$ cat src/hdl/control_word_defines.svh
// Function
// - playback runs only while bit 31 set
// - bit 28 routes playback to I/Q path
// - mode field: 00 quad, 01 tone, 1x DAC
// - bit 23 lets keying pin drive manual keying
// - bit 22 inserts inverse sinc filter
// - bit 21 starts filter clear, self-clears
// - clear flushes zeros, then resets accumulators
// - bit 16 picks sine in single tone
// - writes wait for transfer strobe or profile change
// - bit 9 enables keying, bit 8 picks auto
`ifndef CONTROL_WORD_DEFINES_SVH
`define CONTROL_WORD_DEFINES_SVH

// serial address of the control word
`define CFW_ADDR 5'h00
// value after reset, every field cleared
`define CFW_RESET 32'h0000_0000
// bits that hold storage; everything else is open and reads zero
`define CFW_WRITE_MASK 32'h93e1_0300
// field positions
`define CFW_PLAYBACK_EN_BIT 31
`define CFW_PLAYBACK_DEST_BIT 28
`define CFW_MODE_HI_BIT 25
`define CFW_MODE_LO_BIT 24
`define CFW_KEY_PIN_BIT 23
`define CFW_INV_SINC_BIT 22
`define CFW_FILTER_CLEAR_BIT 21
`define CFW_SINE_SEL_BIT 16
`define CFW_KEY_EN_BIT 9
`define CFW_KEY_AUTO_BIT 8
// mode field codes
`define CFW_MODE_QUAD 2'b00
`define CFW_MODE_TONE 2'b01
// clear sequence default lengths in clock cycles
`define CLEAR_FLUSH_CYCLES 16
`define CLEAR_RESET_CYCLES 4

`endif

$ cat src/hdl/control_word_pkg.sv
package control_word_pkg;
    // decoded operating mode, one-hot
    typedef enum logic [2:0] {
        MODE_QUADRATURE = 3'b001,
        MODE_SINGLE_TONE = 3'b010,
        MODE_INTERP_DAC = 3'b100
    } op_mode_t;

    // filter clear sequencer states, one-hot
    typedef enum logic [2:0] {
        CLR_IDLE = 3'b001,
        CLR_FLUSH = 3'b010,
        CLR_RESET = 3'b100
    } clear_state_t;
endpackage

$ cat src/hdl/control_function_word_upper.sv
`timescale 1ns/1ps
`default_nettype none
`include "control_word_defines.svh"

module control_function_word_upper #(
    parameter int SAMPLE_W = 18,
    parameter int FLUSH_CYCLES = `CLEAR_FLUSH_CYCLES,
    parameter int RESET_CYCLES = `CLEAR_RESET_CYCLES
) (
    input wire logic clock,
    input wire logic rst,
    // register port from the serial controller, whole word per write
    input wire logic [4:0] reg_addr,
    input wire logic reg_write,
    input wire logic [31:0] reg_wdata,
    output logic [31:0] reg_rdata,
    // transfer strobe and profile select
    input wire logic io_update,
    input wire logic [2:0] profile,
    // external keying pin
    input wire logic output_amplitude_keying_pin,
    // baseband samples into the comb-integrator filter
    input wire logic [SAMPLE_W-1:0] baseband_sample,
    output logic [SAMPLE_W-1:0] comb_integrator_filter_sample,
    output logic comb_integrator_filter_acc_reset,
    output logic comb_integrator_filter_clear_busy,
    // applied controls
    output logic playback_enable,
    output logic playback_to_iq,
    output logic playback_to_scaling,
    output control_word_pkg::op_mode_t operating_mode,
    output logic keying_enable,
    output logic keying_auto,
    output logic keying_manual,
    output logic keying_pin_level,
    output logic inverse_sinc_enable,
    output logic tone_sine_select
);
    import control_word_pkg::*;

    // written value, as software reads it back
    logic [31:0] shadow_reg, shadow_next;
    // last profile seen, for change detection
    logic [2:0] profile_reg, profile_next;
    // applied controls, one flop each so outputs come straight from flops
    logic playback_enable_reg, playback_enable_next;
    logic playback_to_iq_reg, playback_to_iq_next;
    logic playback_to_scaling_reg, playback_to_scaling_next;
    op_mode_t mode_reg, mode_next;
    logic keying_enable_reg, keying_enable_next;
    logic keying_auto_reg, keying_auto_next;
    logic keying_manual_reg, keying_manual_next;
    logic keying_pin_gate_reg, keying_pin_gate_next; // pin allowed to act
    logic keying_level_reg, keying_level_next;
    logic inv_sinc_reg, inv_sinc_next;
    logic tone_sine_reg, tone_sine_next;
    // read data and filter feed
    logic [31:0] rdata_reg, rdata_next;
    logic [SAMPLE_W-1:0] sample_reg, sample_next;
    logic acc_reset_reg, acc_reset_next;
    logic clear_busy_reg, clear_busy_next;

    // helpers
    logic transfer; // buffered fields move to the logic this cycle
    logic write_hit; // write addressed to this word
    logic clear_start; // launch a filter clear
    logic seq_force_zero; // sequencer feeding zeros
    logic seq_acc_reset; // sequencer resetting accumulators
    logic seq_busy; // clear in progress
    logic seq_done; // clear finished this cycle

    // the clear sequence lives in its own module so its timing can be
    // tuned without touching the register logic
    filter_clear_seq #(
        .FLUSH_CYCLES(FLUSH_CYCLES),
        .RESET_CYCLES(RESET_CYCLES)
    ) u_clear (
        .clock(clock),
        .rst(rst),
        .start(clear_start),
        .force_zero(seq_force_zero),
        .acc_reset(seq_acc_reset),
        .busy(seq_busy),
        .done(seq_done)
    );

    // strobe decode
    always_comb begin
        write_hit = reg_write && (reg_addr == `CFW_ADDR);
        // a profile change counts the same as the strobe
        transfer = io_update || (profile != profile_reg);
        // the clear bit acts on transfer like the other fields; a transfer
        // while one runs starts nothing, and the run's end then clears the request bit
        clear_start = transfer && shadow_reg[`CFW_FILTER_CLEAR_BIT] && !seq_busy;
    end

    // shadow word and profile tracker
    always_comb begin
        shadow_next = shadow_reg;
        profile_next = profile;
        // hardware clear of the request bit once the sequence completes
        if (seq_done) begin
            shadow_next[`CFW_FILTER_CLEAR_BIT] = 1'b0;
        end
        // a write lands after the clear, so a request written in the completing cycle is kept
        if (write_hit) begin
            // open bits are masked so they store nothing and read zero
            shadow_next = reg_wdata & `CFW_WRITE_MASK;
        end
    end

    // applied controls: only move on transfer, so half-written
    // configurations never reach the datapath
    always_comb begin
        playback_enable_next = playback_enable_reg;
        playback_to_iq_next = playback_to_iq_reg;
        playback_to_scaling_next = playback_to_scaling_reg;
        mode_next = mode_reg;
        keying_enable_next = keying_enable_reg;
        keying_auto_next = keying_auto_reg;
        keying_manual_next = keying_manual_reg;
        keying_pin_gate_next = keying_pin_gate_reg;
        inv_sinc_next = inv_sinc_reg;
        tone_sine_next = tone_sine_reg;
        if (transfer) begin
            playback_enable_next = shadow_reg[`CFW_PLAYBACK_EN_BIT];
            // routing means nothing while playback is off
            playback_to_iq_next = shadow_reg[`CFW_PLAYBACK_EN_BIT]
                && shadow_reg[`CFW_PLAYBACK_DEST_BIT];
            playback_to_scaling_next = shadow_reg[`CFW_PLAYBACK_EN_BIT]
                && !shadow_reg[`CFW_PLAYBACK_DEST_BIT];
            // upper mode bit alone selects the DAC mode
            unique casez (shadow_reg[`CFW_MODE_HI_BIT:`CFW_MODE_LO_BIT])
                `CFW_MODE_QUAD: mode_next = MODE_QUADRATURE;
                `CFW_MODE_TONE: mode_next = MODE_SINGLE_TONE;
                default: mode_next = MODE_INTERP_DAC;
            endcase
            keying_enable_next = shadow_reg[`CFW_KEY_EN_BIT];
            // auto select is ignored unless keying is enabled
            keying_auto_next = shadow_reg[`CFW_KEY_EN_BIT]
                && shadow_reg[`CFW_KEY_AUTO_BIT];
            keying_manual_next = shadow_reg[`CFW_KEY_EN_BIT]
                && !shadow_reg[`CFW_KEY_AUTO_BIT];
            // pin only counts in enabled manual keying
            keying_pin_gate_next = shadow_reg[`CFW_KEY_EN_BIT]
                && !shadow_reg[`CFW_KEY_AUTO_BIT]
                && shadow_reg[`CFW_KEY_PIN_BIT];
            inv_sinc_next = shadow_reg[`CFW_INV_SINC_BIT];
            // sine choice matters in single tone only; elsewhere cosine
            tone_sine_next = (shadow_reg[`CFW_MODE_HI_BIT:`CFW_MODE_LO_BIT] == `CFW_MODE_TONE)
                && shadow_reg[`CFW_SINE_SEL_BIT];
        end
    end

    // datapath side: pin follower, filter feed and readback
    always_comb begin
        // pin is sampled every cycle but held low while it is ignored
        keying_level_next = keying_pin_gate_reg && output_amplitude_keying_pin;
        // zeros replace samples for the whole clear, flushing the pipeline
        if (seq_force_zero) begin
            sample_next = '0;
        end else begin
            sample_next = baseband_sample;
        end
        acc_reset_next = seq_acc_reset;
        clear_busy_next = seq_busy || clear_start;
        // unmapped addresses read as zero
        if (reg_addr == `CFW_ADDR) begin
            rdata_next = shadow_reg;
        end else begin
            rdata_next = '0;
        end
    end

    // registers only
    always_ff @(posedge clock or posedge rst) begin
        if (rst) begin
            shadow_reg <= `CFW_RESET;
            profile_reg <= '0;
            playback_enable_reg <= 1'b0;
            playback_to_iq_reg <= 1'b0;
            playback_to_scaling_reg <= 1'b0;
            mode_reg <= MODE_QUADRATURE;
            keying_enable_reg <= 1'b0;
            keying_auto_reg <= 1'b0;
            keying_manual_reg <= 1'b0;
            keying_pin_gate_reg <= 1'b0;
            keying_level_reg <= 1'b0;
            inv_sinc_reg <= 1'b0;
            tone_sine_reg <= 1'b0;
            rdata_reg <= '0;
            sample_reg <= '0;
            acc_reset_reg <= 1'b0;
            clear_busy_reg <= 1'b0;
        end else begin
            shadow_reg <= shadow_next;
            profile_reg <= profile_next;
            playback_enable_reg <= playback_enable_next;
            playback_to_iq_reg <= playback_to_iq_next;
            playback_to_scaling_reg <= playback_to_scaling_next;
            mode_reg <= mode_next;
            keying_enable_reg <= keying_enable_next;
            keying_auto_reg <= keying_auto_next;
            keying_manual_reg <= keying_manual_next;
            keying_pin_gate_reg <= keying_pin_gate_next;
            keying_level_reg <= keying_level_next;
            inv_sinc_reg <= inv_sinc_next;
            tone_sine_reg <= tone_sine_next;
            rdata_reg <= rdata_next;
            sample_reg <= sample_next;
            acc_reset_reg <= acc_reset_next;
            clear_busy_reg <= clear_busy_next;
        end
    end

    // outputs, each straight from its flop
    assign reg_rdata = rdata_reg;
    assign comb_integrator_filter_sample = sample_reg;
    assign comb_integrator_filter_acc_reset = acc_reset_reg;
    assign comb_integrator_filter_clear_busy = clear_busy_reg;
    assign playback_enable = playback_enable_reg;
    assign playback_to_iq = playback_to_iq_reg;
    assign playback_to_scaling = playback_to_scaling_reg;
    assign operating_mode = mode_reg;
    assign keying_enable = keying_enable_reg;
    assign keying_auto = keying_auto_reg;
    assign keying_manual = keying_manual_reg;
    assign keying_pin_level = keying_level_reg;
    assign inverse_sinc_enable = inv_sinc_reg;
    assign tone_sine_select = tone_sine_reg;
endmodule // control_function_word_upper

`default_nettype wire

$ cat src/hdl/filter_clear_seq.sv
`timescale 1ns/1ps
`default_nettype none
`include "control_word_defines.svh"

module filter_clear_seq #(
    parameter int FLUSH_CYCLES = `CLEAR_FLUSH_CYCLES,
    parameter int RESET_CYCLES = `CLEAR_RESET_CYCLES,
    parameter int CNT_W = 8
) (
    input wire logic clock,
    input wire logic rst,
    input wire logic start,
    output logic force_zero,
    output logic acc_reset,
    output logic busy,
    output logic done
);
    import control_word_pkg::*;

    clear_state_t state_reg, state_next; // sequencer state
    logic [CNT_W-1:0] count_reg, count_next; // cycles left in phase
    logic force_zero_reg, force_zero_next; // zero feed to filter input
    logic acc_reset_reg, acc_reset_next; // accumulator reset strobe
    logic done_reg, done_next; // one-cycle end marker

    // phase lengths at counter width, less one because the count ends at zero
    localparam logic [CNT_W-1:0] FLUSH_LAST = CNT_W'(FLUSH_CYCLES - 1);
    localparam logic [CNT_W-1:0] RESET_LAST = CNT_W'(RESET_CYCLES - 1);

    // next state: flush the pipeline with zeros first, then reset the
    // accumulators; resetting first would let stale samples refill them
    always_comb begin
        state_next = state_reg;
        count_next = count_reg;
        force_zero_next = force_zero_reg;
        acc_reset_next = acc_reset_reg;
        done_next = 1'b0;
        unique case (state_reg)
            CLR_IDLE: begin
                // a start while busy is dropped; the top holds it off anyway
                if (start) begin
                    state_next = CLR_FLUSH;
                    count_next = FLUSH_LAST;
                    force_zero_next = 1'b1;
                end
            end
            CLR_FLUSH: begin
                if (count_reg == '0) begin
                    state_next = CLR_RESET;
                    count_next = RESET_LAST;
                    acc_reset_next = 1'b1;
                end else begin
                    count_next = count_reg - 1'b1;
                end
            end
            CLR_RESET: begin
                if (count_reg == '0) begin
                    state_next = CLR_IDLE;
                    force_zero_next = 1'b0;
                    acc_reset_next = 1'b0;
                    done_next = 1'b1;
                end else begin
                    count_next = count_reg - 1'b1;
                end
            end
        endcase
    end

    // registers only
    always_ff @(posedge clock or posedge rst) begin
        if (rst) begin
            state_reg <= CLR_IDLE;
            count_reg <= '0;
            force_zero_reg <= 1'b0;
            acc_reset_reg <= 1'b0;
            done_reg <= 1'b0;
        end else begin
            state_reg <= state_next;
            count_reg <= count_next;
            force_zero_reg <= force_zero_next;
            acc_reset_reg <= acc_reset_next;
            done_reg <= done_next;
        end
    end

    assign force_zero = force_zero_reg;
    assign acc_reset = acc_reset_reg;
    assign busy = force_zero_reg;
    assign done = done_reg;
endmodule // filter_clear_seq

`default_nettype wire

$ cat config.mk
export PLATFORM = sky130hd
export DESIGN_NAME = control_function_word_upper
export DESIGN_NICKNAME = d
export VERILOG_FILES = /design/src/hdl/control_word_pkg.sv /design/src/hdl/control_function_word_upper.sv /design/src/hdl/filter_clear_seq.sv
export VERILOG_INCLUDE_DIRS = /design/src /design/src/hdl
export SDC_FILE = /design/constraint.sdc
export NUM_CORES = 1
export LEC_CHECK = 0
export ABC_AREA = 1
export BUFFER_PORTS_ARGS = -buffer_cell sky130_fd_sc_hd__buf_2
export CAP_MARGIN = 20
export CELL_PAD_IN_SITES_DETAIL_PLACEMENT = 1
export CELL_PAD_IN_SITES_GLOBAL_PLACEMENT = 1
export CORE_UTILIZATION = 36
export CTS_BUF_LIST = sky130_fd_sc_hd__clkbuf_8
export DETAILED_ROUTE_END_ITERATION = 8
export GPL_ROUTABILITY_DRIVEN = 1
export GPL_TIMING_DRIVEN = 1
export MAX_ROUTING_LAYER = met4
export PLACE_DENSITY = 0.85
export SLEW_MARGIN = 10
export SYNTH_ARGS = -nofsm -noshare
export SYNTH_HDL_FRONTEND = slang
export SYNTH_HIERARCHICAL = 1
export SYNTH_SLANG_ARGS = --single-unit
$ cat constraint.sdc
create_clock -name clock -period 2.2 [get_ports clock]
set_input_delay 0.33 -clock clock [delete_from_list [all_inputs] [get_ports clock]]
set_output_delay 0.33 -clock clock [all_outputs]
set_load 0.02 [all_outputs]
==> metrics.yaml, run 1 <==
pwr:
  power_frac_seq_pct: 41.7
  powerDensity_nw_per_um2: 1110
  finalPower_uw: 4220
  switching_share_pct: 38.0
  intPower_uw: 2620
  irDropWorstVdd_v: 0.000354
  p_clk_share_pct: 25.7
  switchingPower_uw: 1600
  p_leak_uw: 0.00221
  pwr-share-comb_pct: 32.6
floorplan:
  rows: 33
  start_util_pct: 37.9
  core_area_um2: 8340
  boundaryPins: 127
  design.die.area_um2: 9170
  die_y_um: 95.7
  fp.dieW_um: 95.7
cts:
  cts_num_sinks: 70
  cts_resized: 0
  post_cts_buffers: 0
  clkTransAtPathRegs_ps: 80
  clock_path_buffers: 2
  clkLatencyLatePin_ps: 340
  cts-htree-levels: 3
  tritoncts: "built"
  clockRootBuffer: "clkbuf_8"
  cts_buffers: 9
  cts.hold.buffers_added: 0
routing:
  routed.top_layer: "met4"
  met3_length_um: 384
  wl_um: 7960
  route.met2.wl_um: 4260
  drt_iter0_drc: 68
  wl_met1_um: 3210
  vias: 2551
  remaining_drc_errors: 0
  routedWlPerCell_um: 14.4
  ant_nets: 0
  vias_per_cell: 4.60
  first_pass_iters: 4
timing:
  setup_violations: 0
  finalCritPeriodShare_pct: 86.6
  setup_ws_ps: 294
  whs_ps: 47.9
  slew_headroom_pct: 58.3
  finalMaxSlewViolations: 0
  period_minus_slack_ps: 1910
  clock_skew_ps: 7.35
  rsz0062_at_grt: "no"
  fmax_mhz: 525
  worst_pin_slew_ps: 625
  setup_tns_ps: 0
  hold_viol: 0
cells_and_area:
  largest_reg_flops: 18
  final_common_cell: "buf_2"
  n_antenna_cell: 0
  drive_above_1_share_pct: 30.3
  area_growth_pct: 20.4
  fin_nets: 508
  fin_cells: 554
  nFillCells: 1030
  final_cell_mix: "buf_2, nand2_1, dfrtp_1"
worst_setup_path:
  cp.required_ps: 2440
  crit_fanout: 13
  path_class: "reg -> reg"
  worst_ep_arrival_time_ps: 2140
  cp-end-kind: "flip-flop"
  start_kind: "flip-flop"
worst_hold_path:
  hold_class: "in -> async"
global_route:
  grt_pass1_vias: 2589
  grt_pass1_wl_um: 12600
  grtUsageTotal_pct: 19.1
  grt_start_max_net_pins: 32
  grt_overflow: 0
  antenna_found_initial: 0
status:
  outcome: "completed"
run:
  max_cap_violations: 0
synthesis:
  synth_top_area_share_pct: 53.8
  synth_cell_types: 29
  synth_top_area_cell: "dfrtp_1"
  avgSynthCellArea_um2: 8.86
  seq_area_frac_synth_pct: 55.5
  syn_area_um2: 3160
  synthCells: 357
  ys_ff_latch: 70
  synth_warnings: 6
  yosys-top-cells-area: "dfrtp_1, nand2_1, inv_1"
place:
  io_buffers: 82
  pre_cts_slack_ps: 131
  place.gp.congestion: 0.815
  dp.cells: 538
  dp_hpwl_um: 5720
-- metal layers --
metal | global-route usage [%] | vias to the layer above
li1 | - | 1205
met1 | 21.1 | 1260
met2 | 34.0 | 75
met3 | 4.66 | 11
met4 | 5.85 | 0
met5 | - | -
-- cells in the mapped netlist --
master and instances:
buf_2 3, buf_4 24, buf_6 4, clkbuf_1 1, conb_1 1, dfrtp_1 68
dfstp_2 2, ha_1 1, inv_1 59, inv_2 5, nand2_1 74, nand2_2 7
nand2_4 2, nand3_1 24, nand3_2 2, nand3_4 1, nand3b_1 1, nand4_1 4
nand4_2 1, nor2_1 43, nor2_2 5, nor2_4 4, nor4_1 1, o21ai_0 3
o21ai_1 11, o21ai_2 3, o22ai_1 1, or2_2 1, xnor2_1 1
-- final cells by class --
cell class                 instances  area, um^2  area share [%]
clock buffer                      11         151            3.98
clock inverter                     5        57.6            1.51
inverter                          64         240            6.31
multi-input combinational        212        1010            26.6
sequential                        70        1750            46.1
tap                              105         131            3.45
timing repair buffer              87         460            12.1
-- path summary, 6_finish.rpt --
path / start / end / slack (ps) / cells past startpoint
max: profile_reg[1] / u_clear/count_reg[2] / 290 / 13
min: rst / u_clear/count_reg[5] / 50 / 2
max reg2reg: profile_reg[1] / u_clear/count_reg[2] / 290 / 13
min reg2reg: u_clear/acc_reset / comb_integrator_filter_acc_reset / 410 / 0
max in group asynchronous: rst / reg_rdata[21] / 1530 / 3
min in group clock: profile[2] / profile_reg[2] / 130 / 1
-- through the flow --
stage,utilization [%],cell area (um^2)
global route,45.6,3810
detailed placement,43.0,3590
finish,45.6,3810
global placement,43.0,3590
floorplan,-,3240
CTS,45.5,3800
-- cell families (layout without fill, tap and decap cells) --
family | Yosys count | count (layout) | synth area share [%]
buffers and inverters | 96 | 167 | 15.3
XOR/XNOR | 1 | 1 | 0.277
adder cells (fa/ha/maj) | 1 | 1 | 0.396
AO/OA/AOI/OAI | 18 | 18 | 3.24
AND/OR/NAND/NOR | 170 | 170 | 25.2
other | 1 | 22 | 0.119
flip-flops | 70 | 70 | 55.5
-- worst max-delay path: stages, from the launching register on --
cell,delay [ps]
dfrtp_1,370
inv_1,70
nand2_1,80
nand2_1,110
nor2_4,130
nand2_4,120
nand2_1,120
nor2_1,50
inv_1,90
nand4_4,240
nand2_4,160
inv_2,80
o21ai_1,120
inv_1,50
-- power by group through the flow --
stage / combinational [uW] / sequential (uW) / clock (uW)
floorplan: 801 / 1960 / 0
global route: 1540 / 1800 / 1160
CTS: 1390 / 1760 / 1110
detailed placement: 1380 / 1780 / 0
global placement: 1290 / 1760 / 0
finish: 1380 / 1760 / 1090
Power figures use the tool's default switching activity.
==> inputs of run 2 (changes only) <==
Settings changed: CORE_UTILIZATION 36 to 33, PLACE_DENSITY 0.85 to 0.79.
==> run 2 against run 1 <==
Net effect: sequential power barely moved; first-iteration DRC count rose by 31%; worst setup slack got worse by 41 ps; flip-flop and latch count did not move; clock skew barely moved; critical path depth fell by 1; critical path type unchanged; largest cell class unchanged.
==> metrics.yaml, run 2 (synthesized netlist as in run 1, its figures left out) <==
worst_setup_path:
  cp.depth: 12  # -1
  cp_common_cell: "nand2_1"
  path_class: "reg -> reg"
  slowest_delay_ps: 380  # about the same
  cp.required_ps: 2440  # about the same
  critical-path-slowest-cell: "dfrtp_1"
  start_kind: "flip-flop"
  crit_fanout: 13  # unchanged
  reg2reg_depth: 12  # -1
  critPathBufInv: 3  # -1
  cp_top_family: "simple AND/OR/NAND/NOR gates"
  cp-end-kind: "flip-flop"
  crit_chain: "nand2_1 > nand2_1 > nor2_4 > nand2_4 > nand2_1 > nor2_1 > inv_1 > nand4_2 > nand2_4 > inv_2 > o21ai_1 > inv_1"
  worst_ep_arrival_time_ps: 2190  # +50 ps
cells_and_area:
  fin_nets: 509  # +0.20%
  final_common_cell: "buf_2"
  fin_cells: 579  # +4.5%
  drive_above_1_share_pct: 30.4  # +0.15 points
  area_growth_pct: 21.0
  n_antenna_cell: 0  # unchanged
  nFillCells: 1142  # +11%
  utilization_pct: 41.2  # -4.4 points
  final_cell_mix: "buf_2, nand2_1, dfrtp_1"
  largest_reg_flops: 18  # unchanged
pwr:
  irDropWorstVdd_v: 0.000323  # -8.6%
  p_leak_uw: 0.00222  # +0.43%
  powerDensity_nw_per_um2: 1080  # -2.5%
global_route:
  top_usage_layer: "met2"
  gr-usage-met3_pct: 3.97  # -0.69 points
  grtUsageTotal_pct: 15.9  # -3.2 points
  grt_start_max_net_pins: 35  # +9.4%
  grt_overflow: 0  # unchanged
  grt_pass1_wl_um: 11900  # -5.5%
  antenna_found_initial: 0  # unchanged
  grt_pass1_vias: 2567  # -0.85%
  met1_usage_pct: 18.1  # -3.0 points
  met2_usage_pct: 26.7  # -7.3 points
timing:
  fmax_mhz: 514  # -2.1%
  slew_headroom_pct: 61.5  # +3.2 points
  rsz0062_at_grt: "no"
  clock_skew_ps: 7.67  # +0.321 ps
  setup_violations: 0  # unchanged
  finalMaxSlewViolations: 0  # unchanged
  finalCritPeriodShare_pct: 88.5  # +1.9 points
  worst_pin_slew_ps: 577  # -47.3 ps
  setup_ws_ps: 253  # -40.8 ps
  setup_tns_ps: 0  # unchanged
  period_minus_slack_ps: 1950  # +40.8 ps
  hold_viol: 0  # unchanged
run:
  max_cap_violations: 0  # unchanged
cts:
  clkLatencyLatePin_ps: 350  # about the same
  cts-htree-levels: 3  # unchanged
  cts.hold.buffers_added: 0  # unchanged
  clkTransAtPathRegs_ps: 80  # about the same
  cts_buffers: 9  # unchanged
  cts_num_sinks: 70  # unchanged
  post_cts_buffers: 0  # unchanged
  cts_resized: 0  # unchanged
  tritoncts: "built"
  clockRootBuffer: "clkbuf_8"
  clock_path_buffers: 2  # unchanged
routing:
  routedWlPerCell_um: 12.1  # -16%
  first_pass_iters: 4  # unchanged
  remaining_drc_errors: 0  # unchanged
  drt_iter0_drc: 89  # +31%
  vias: 2440  # -4.4%
  wl_um: 7010  # -12%
  ant_nets: 0  # unchanged
  vias_per_cell: 4.21  # -8.5%
floorplan:
  rows: 35  # +6.1%
  die_y_um: 99.9  # +4.4%
  design.die.area_um2: 9980  # +8.9%
  start_util_pct: 34.1  # -3.9 points
  boundaryPins: 127  # unchanged
  fp.dieW_um: 99.9  # +4.4%
  core_area_um2: 9280  # +11%
place:
  pre_cts_slack_ps: 140  # +9.18 ps
  dp.cells: 563  # +4.6%
  place.gp.congestion: 0.788  # -3.4%
  dp_hpwl_um: 5210  # -9.0%
  io_buffers: 82  # unchanged
worst_hold_path:
  hold_class: "in -> async"
status:
  outcome: "completed"
## run 2: layer usage
| layer | routed length, um | up-vias |
|---|---|---|
| li1 | - | 1201 |
| met1 | 3010 | 1162 |
| met2 | 3540 | 68 |
| met3 | 356 | 9 |
| met4 | 108 | 0 |
| met5 | 0 | - |
## run 2: where the power goes
group / internal, uW / total (uW) / leakage [uW] / switching (uW)
Sequential: 1590 / 1750 / 0.000875 / 157
Clock: 553 / 1050 / 0.000108 / 498
Combinational: 439 / 1340 / 0.00124 / 897
Total: 2580 / 4130 / 0.00222 / 1550
## run 2: worst register-to-register path, cell delays in order, from the launching register on
cell     delay, ps
dfrtp_1        380
nand2_1         80
nand2_1         90
nor2_4         130
nand2_4        120
nand2_1        100
nor2_1          40
inv_1           60
nand4_2        340
nand2_4        220
inv_2           80
o21ai_1        140
inv_1           50
## run 2: final cells by class
type	count	area, um^2	share of cell area (%)
Multi-Input combinational cell	212	1000	26.2
Timing Repair Buffer	88	468	12.2
Tap cell	129	161	4.22
Inverter	64	240	6.28
Clock buffer	10	138	3.60
Clock inverter	6	61.3	1.60
Sequential cell	70	1750	45.8
## run 2: final timing paths
| path | start | end | slack [ps] |
|---|---|---|---|
| max | profile_reg[2] | u_clear/count_reg[2] | 250 |
| min | rst | shadow_reg[23] | 20 |
| max reg2reg | profile_reg[2] | u_clear/count_reg[2] | 250 |
| min reg2reg | u_clear/acc_reset | comb_integrator_filter_acc_reset | 390 |
| max in group asynchronous | rst | comb_integrator_filter_sample[5] | 1630 |
| min in group clock | profile[0] | profile_reg[0] | 120 |
## run 2: stage by stage
step / area (um^2) / total power [uW] / hold slack, ps
final: 3830 / 4130 / 20.5
after CTS: 3830 / 4200 / 23.9
after detailed placement: 3630 / 3130 / 367
after global routing: 3830 / 4440 / 57.6
after global placement: 3630 / 3050 / 363
after floorplan: 3240 / 2760 / 219
==> inputs of run 3 (changes only) <==
Settings changed: BUFFER_PORTS_ARGS -buffer_cell sky130_fd_sc_hd__buf_2 to default, DONT_BUFFER_PORTS from default to 1, PLACE_DENSITY 0.79 to 0.63.
==> run 3 against run 2 <==
Net effect: global-route usage fell by 1.9 points; fmax is 1.2% higher; clock power barely moved; clock-buffer cell count is the same; sequential share of layout area increased by 4.9 points; highest routed layer unchanged; largest cell class unchanged; total power fell by 4.6%; worst setup slack improved by 23 ps; wire length down 9.0%; first-iteration DRC count is 42% lower.
==> metrics.yaml, run 3 (synthesized netlist as in run 1, its figures left out) <==
cells_and_area:
  final_cell_mix: "nand2_1, dfrtp_1, inv_1"
  drive_above_1_share_pct: 14.8  # -16 points
  multi_input_area_um2: 1000  # unchanged
  final_common_cell: "nand2_1"
  seqCellArea_um2: 1750  # unchanged
  area_growth_pct: 9.30
  design_area_um2: 3460  # -9.6%
  n_antenna_cell: 0  # unchanged
  fin_cells: 501  # -13%
  largest_reg_flops: 18  # unchanged
  nFillCells: 1129  # -1.1%
  fin_nets: 431  # -15%
routing:
  remaining_drc_errors: 0  # unchanged
  vias: 2153  # -12%
  ant_nets: 0  # unchanged
  drt_iter0_drc: 52  # -42%
  first_pass_iters: 4  # unchanged
  wl_um: 6380  # -9.0%
  vias_per_cell: 4.30  # +2.0%
  routedWlPerCell_um: 12.7  # +5.1%
cts:
  cts_buffers: 9  # unchanged
  tritoncts: "built"
  cts-htree-levels: 3  # unchanged
  post_cts_buffers: 0  # unchanged
  cts_num_sinks: 70  # unchanged
  cts.hold.buffers_added: 2  # +2
  clockRootBuffer: "clkbuf_8"
  clkTransAtPathRegs_ps: 80  # about the same
  clkLatencyLatePin_ps: 330  # -20 ps
  clock_path_buffers: 2  # unchanged
  cts_resized: 0  # unchanged
global_route:
  grt_pass1_wl_um: 10600  # -11%
  grt_pass1_vias: 2221  # -13%
  grt_overflow: 0  # unchanged
  antenna_found_initial: 0  # unchanged
  grtUsageTotal_pct: 14.1  # -1.9 points
  grt_start_max_net_pins: 30  # -14%
place:
  place.gp.congestion: 0.765  # -2.9%
  dp_hpwl_um: 4620  # -11%
  placed_cell_area_um2: 3220  # -11%
  dp.cells: 481  # -15%
  io_buffers: 0  # -100%
pwr:
  power_frac_seq_pct: 50.3  # +8.0 points
  powerDensity_nw_per_um2: 1140  # +5.6%
  switchingPower_uw: 1490  # -4.1%
  switching_share_pct: 37.7  # +0.20 points
  intPower_uw: 2450  # -4.9%
  p_clk_share_pct: 26.2  # +0.8 points
  irDropWorstVdd_v: 0.000287  # -11%
  p_leak_uw: 0.00187  # -16%
  pwr-share-comb_pct: 23.5  # -8.8 points
floorplan:
  die_y_um: 99.9  # unchanged
  fp.dieW_um: 99.9  # unchanged
  core_area_um2: 9280  # unchanged
  design.die.area_um2: 9980  # unchanged
  boundaryPins: 127  # unchanged
  rows: 35  # unchanged
  start_util_pct: 34.1  # unchanged
run:
  max_cap_violations: 0  # unchanged
status:
  outcome: "completed"
worst_setup_path:
  worst_ep_arrival_time_ps: 2150  # -40 ps
  cp-end-kind: "flip-flop"
  start_kind: "flip-flop"
  path_class: "reg -> reg"
  crit_fanout: 13  # unchanged
  r2r_setup_slack_ps: 280  # +20 ps
  cp.required_ps: 2430  # about the same
worst_hold_path:
  hold_class: "in -> reg"
timing:
  period_minus_slack_ps: 1920  # -22.5 ps
  rsz0062_at_grt: "no"
  clock_skew_ps: 8.87  # +1.20 ps
  finalMaxSlewViolations: 0  # unchanged
  slew_headroom_pct: 59.2  # -2.3 points
  setup_violations: 0  # unchanged
  setup_tns_ps: 0  # unchanged
  worst_pin_slew_ps: 611  # +33.8 ps
  hold_viol: 0  # unchanged
  fmax_mhz: 520  # +1.2%
  finalCritPeriodShare_pct: 87.5  # -1.0 points
==> run 3: path summary, 6_finish.rpt <==
| kind | start | end | depth (start not counted) |
|---|---|---|---|
| hold reg to reg | u_clear/acc_reset | comb_integrator_filter_acc_reset | 0 |
| setup / recovery | profile_reg[2] | u_clear/count_reg[2] | 12 |
| max in group asynchronous | rst | comb_integrator_filter_sample[17] | 3 |
| min in group asynchronous | rst | u_clear/count_reg[3] | 2 |
| setup reg to reg | profile_reg[2] | u_clear/count_reg[2] | 12 |
| hold / removal | baseband_sample[3] | comb_integrator_filter_sample[3] | 2 |
==> run 3: per-layer routing <==
layer / vias to the layer above / GRT usage, % / share of wire, %
li1: 1043 / - / -
met1: 1044 / 16.8 / 45
met2: 59 / 22.9 / 49
met3: 7 / 4.11 / 5.0
met4: 0 / 4.41 / 1.1
met5: - / - / 0
==> run 3: per-stage QoR <==
stage	hold WS [ps]	worst slack [ps]	total power, uW	utilization, %
2_1_floorplan	219	500	2760	-
3_3_place_gp	319	330	2890	34.6
3_5_place_dp	324	270	2950	34.6
4_1_cts	6.09	253	4010	37.0
5_1_grt	70.2	56.1	4240	37.2
6_report	87.0	276	3940	37.2
==> run 3: final cells by class <==
| type | instances | share of cell area, % |
|---|---|---|
| clock buffer | 10 | 3.98 |
| clock inverter | 6 | 1.81 |
| inverter | 64 | 6.95 |
| multi-input combinational | 212 | 29.0 |
| sequential | 70 | 50.7 |
| tap | 129 | 4.67 |
| timing repair buffer | 10 | 2.82 |
==> run 3: power groups by stage <==
stage | Sequential (uW) | Combinational, uW | Clock [uW]
2_1_floorplan | 1960 | 801 | 0
5_1_grt | 2010 | 1090 | 1130
4_1_cts | 1990 | 945 | 1080
3_3_place_gp | 2000 | 890 | 0
6_report | 1980 | 925 | 1030
3_5_place_dp | 2010 | 936 | 0
==> run 3: worst max-delay path: stages (launching register included) <==
cell and delay [ps]:
dfrtp_1 380, nand2_1 70, nand2_1 90, nor2_4 130, nand2_4 120, nand2_1 100
nor2_1 50, inv_1 60, nand4_2 360, nand2_4 220, inv_2 80, o21ai_1 120
inv_1 50
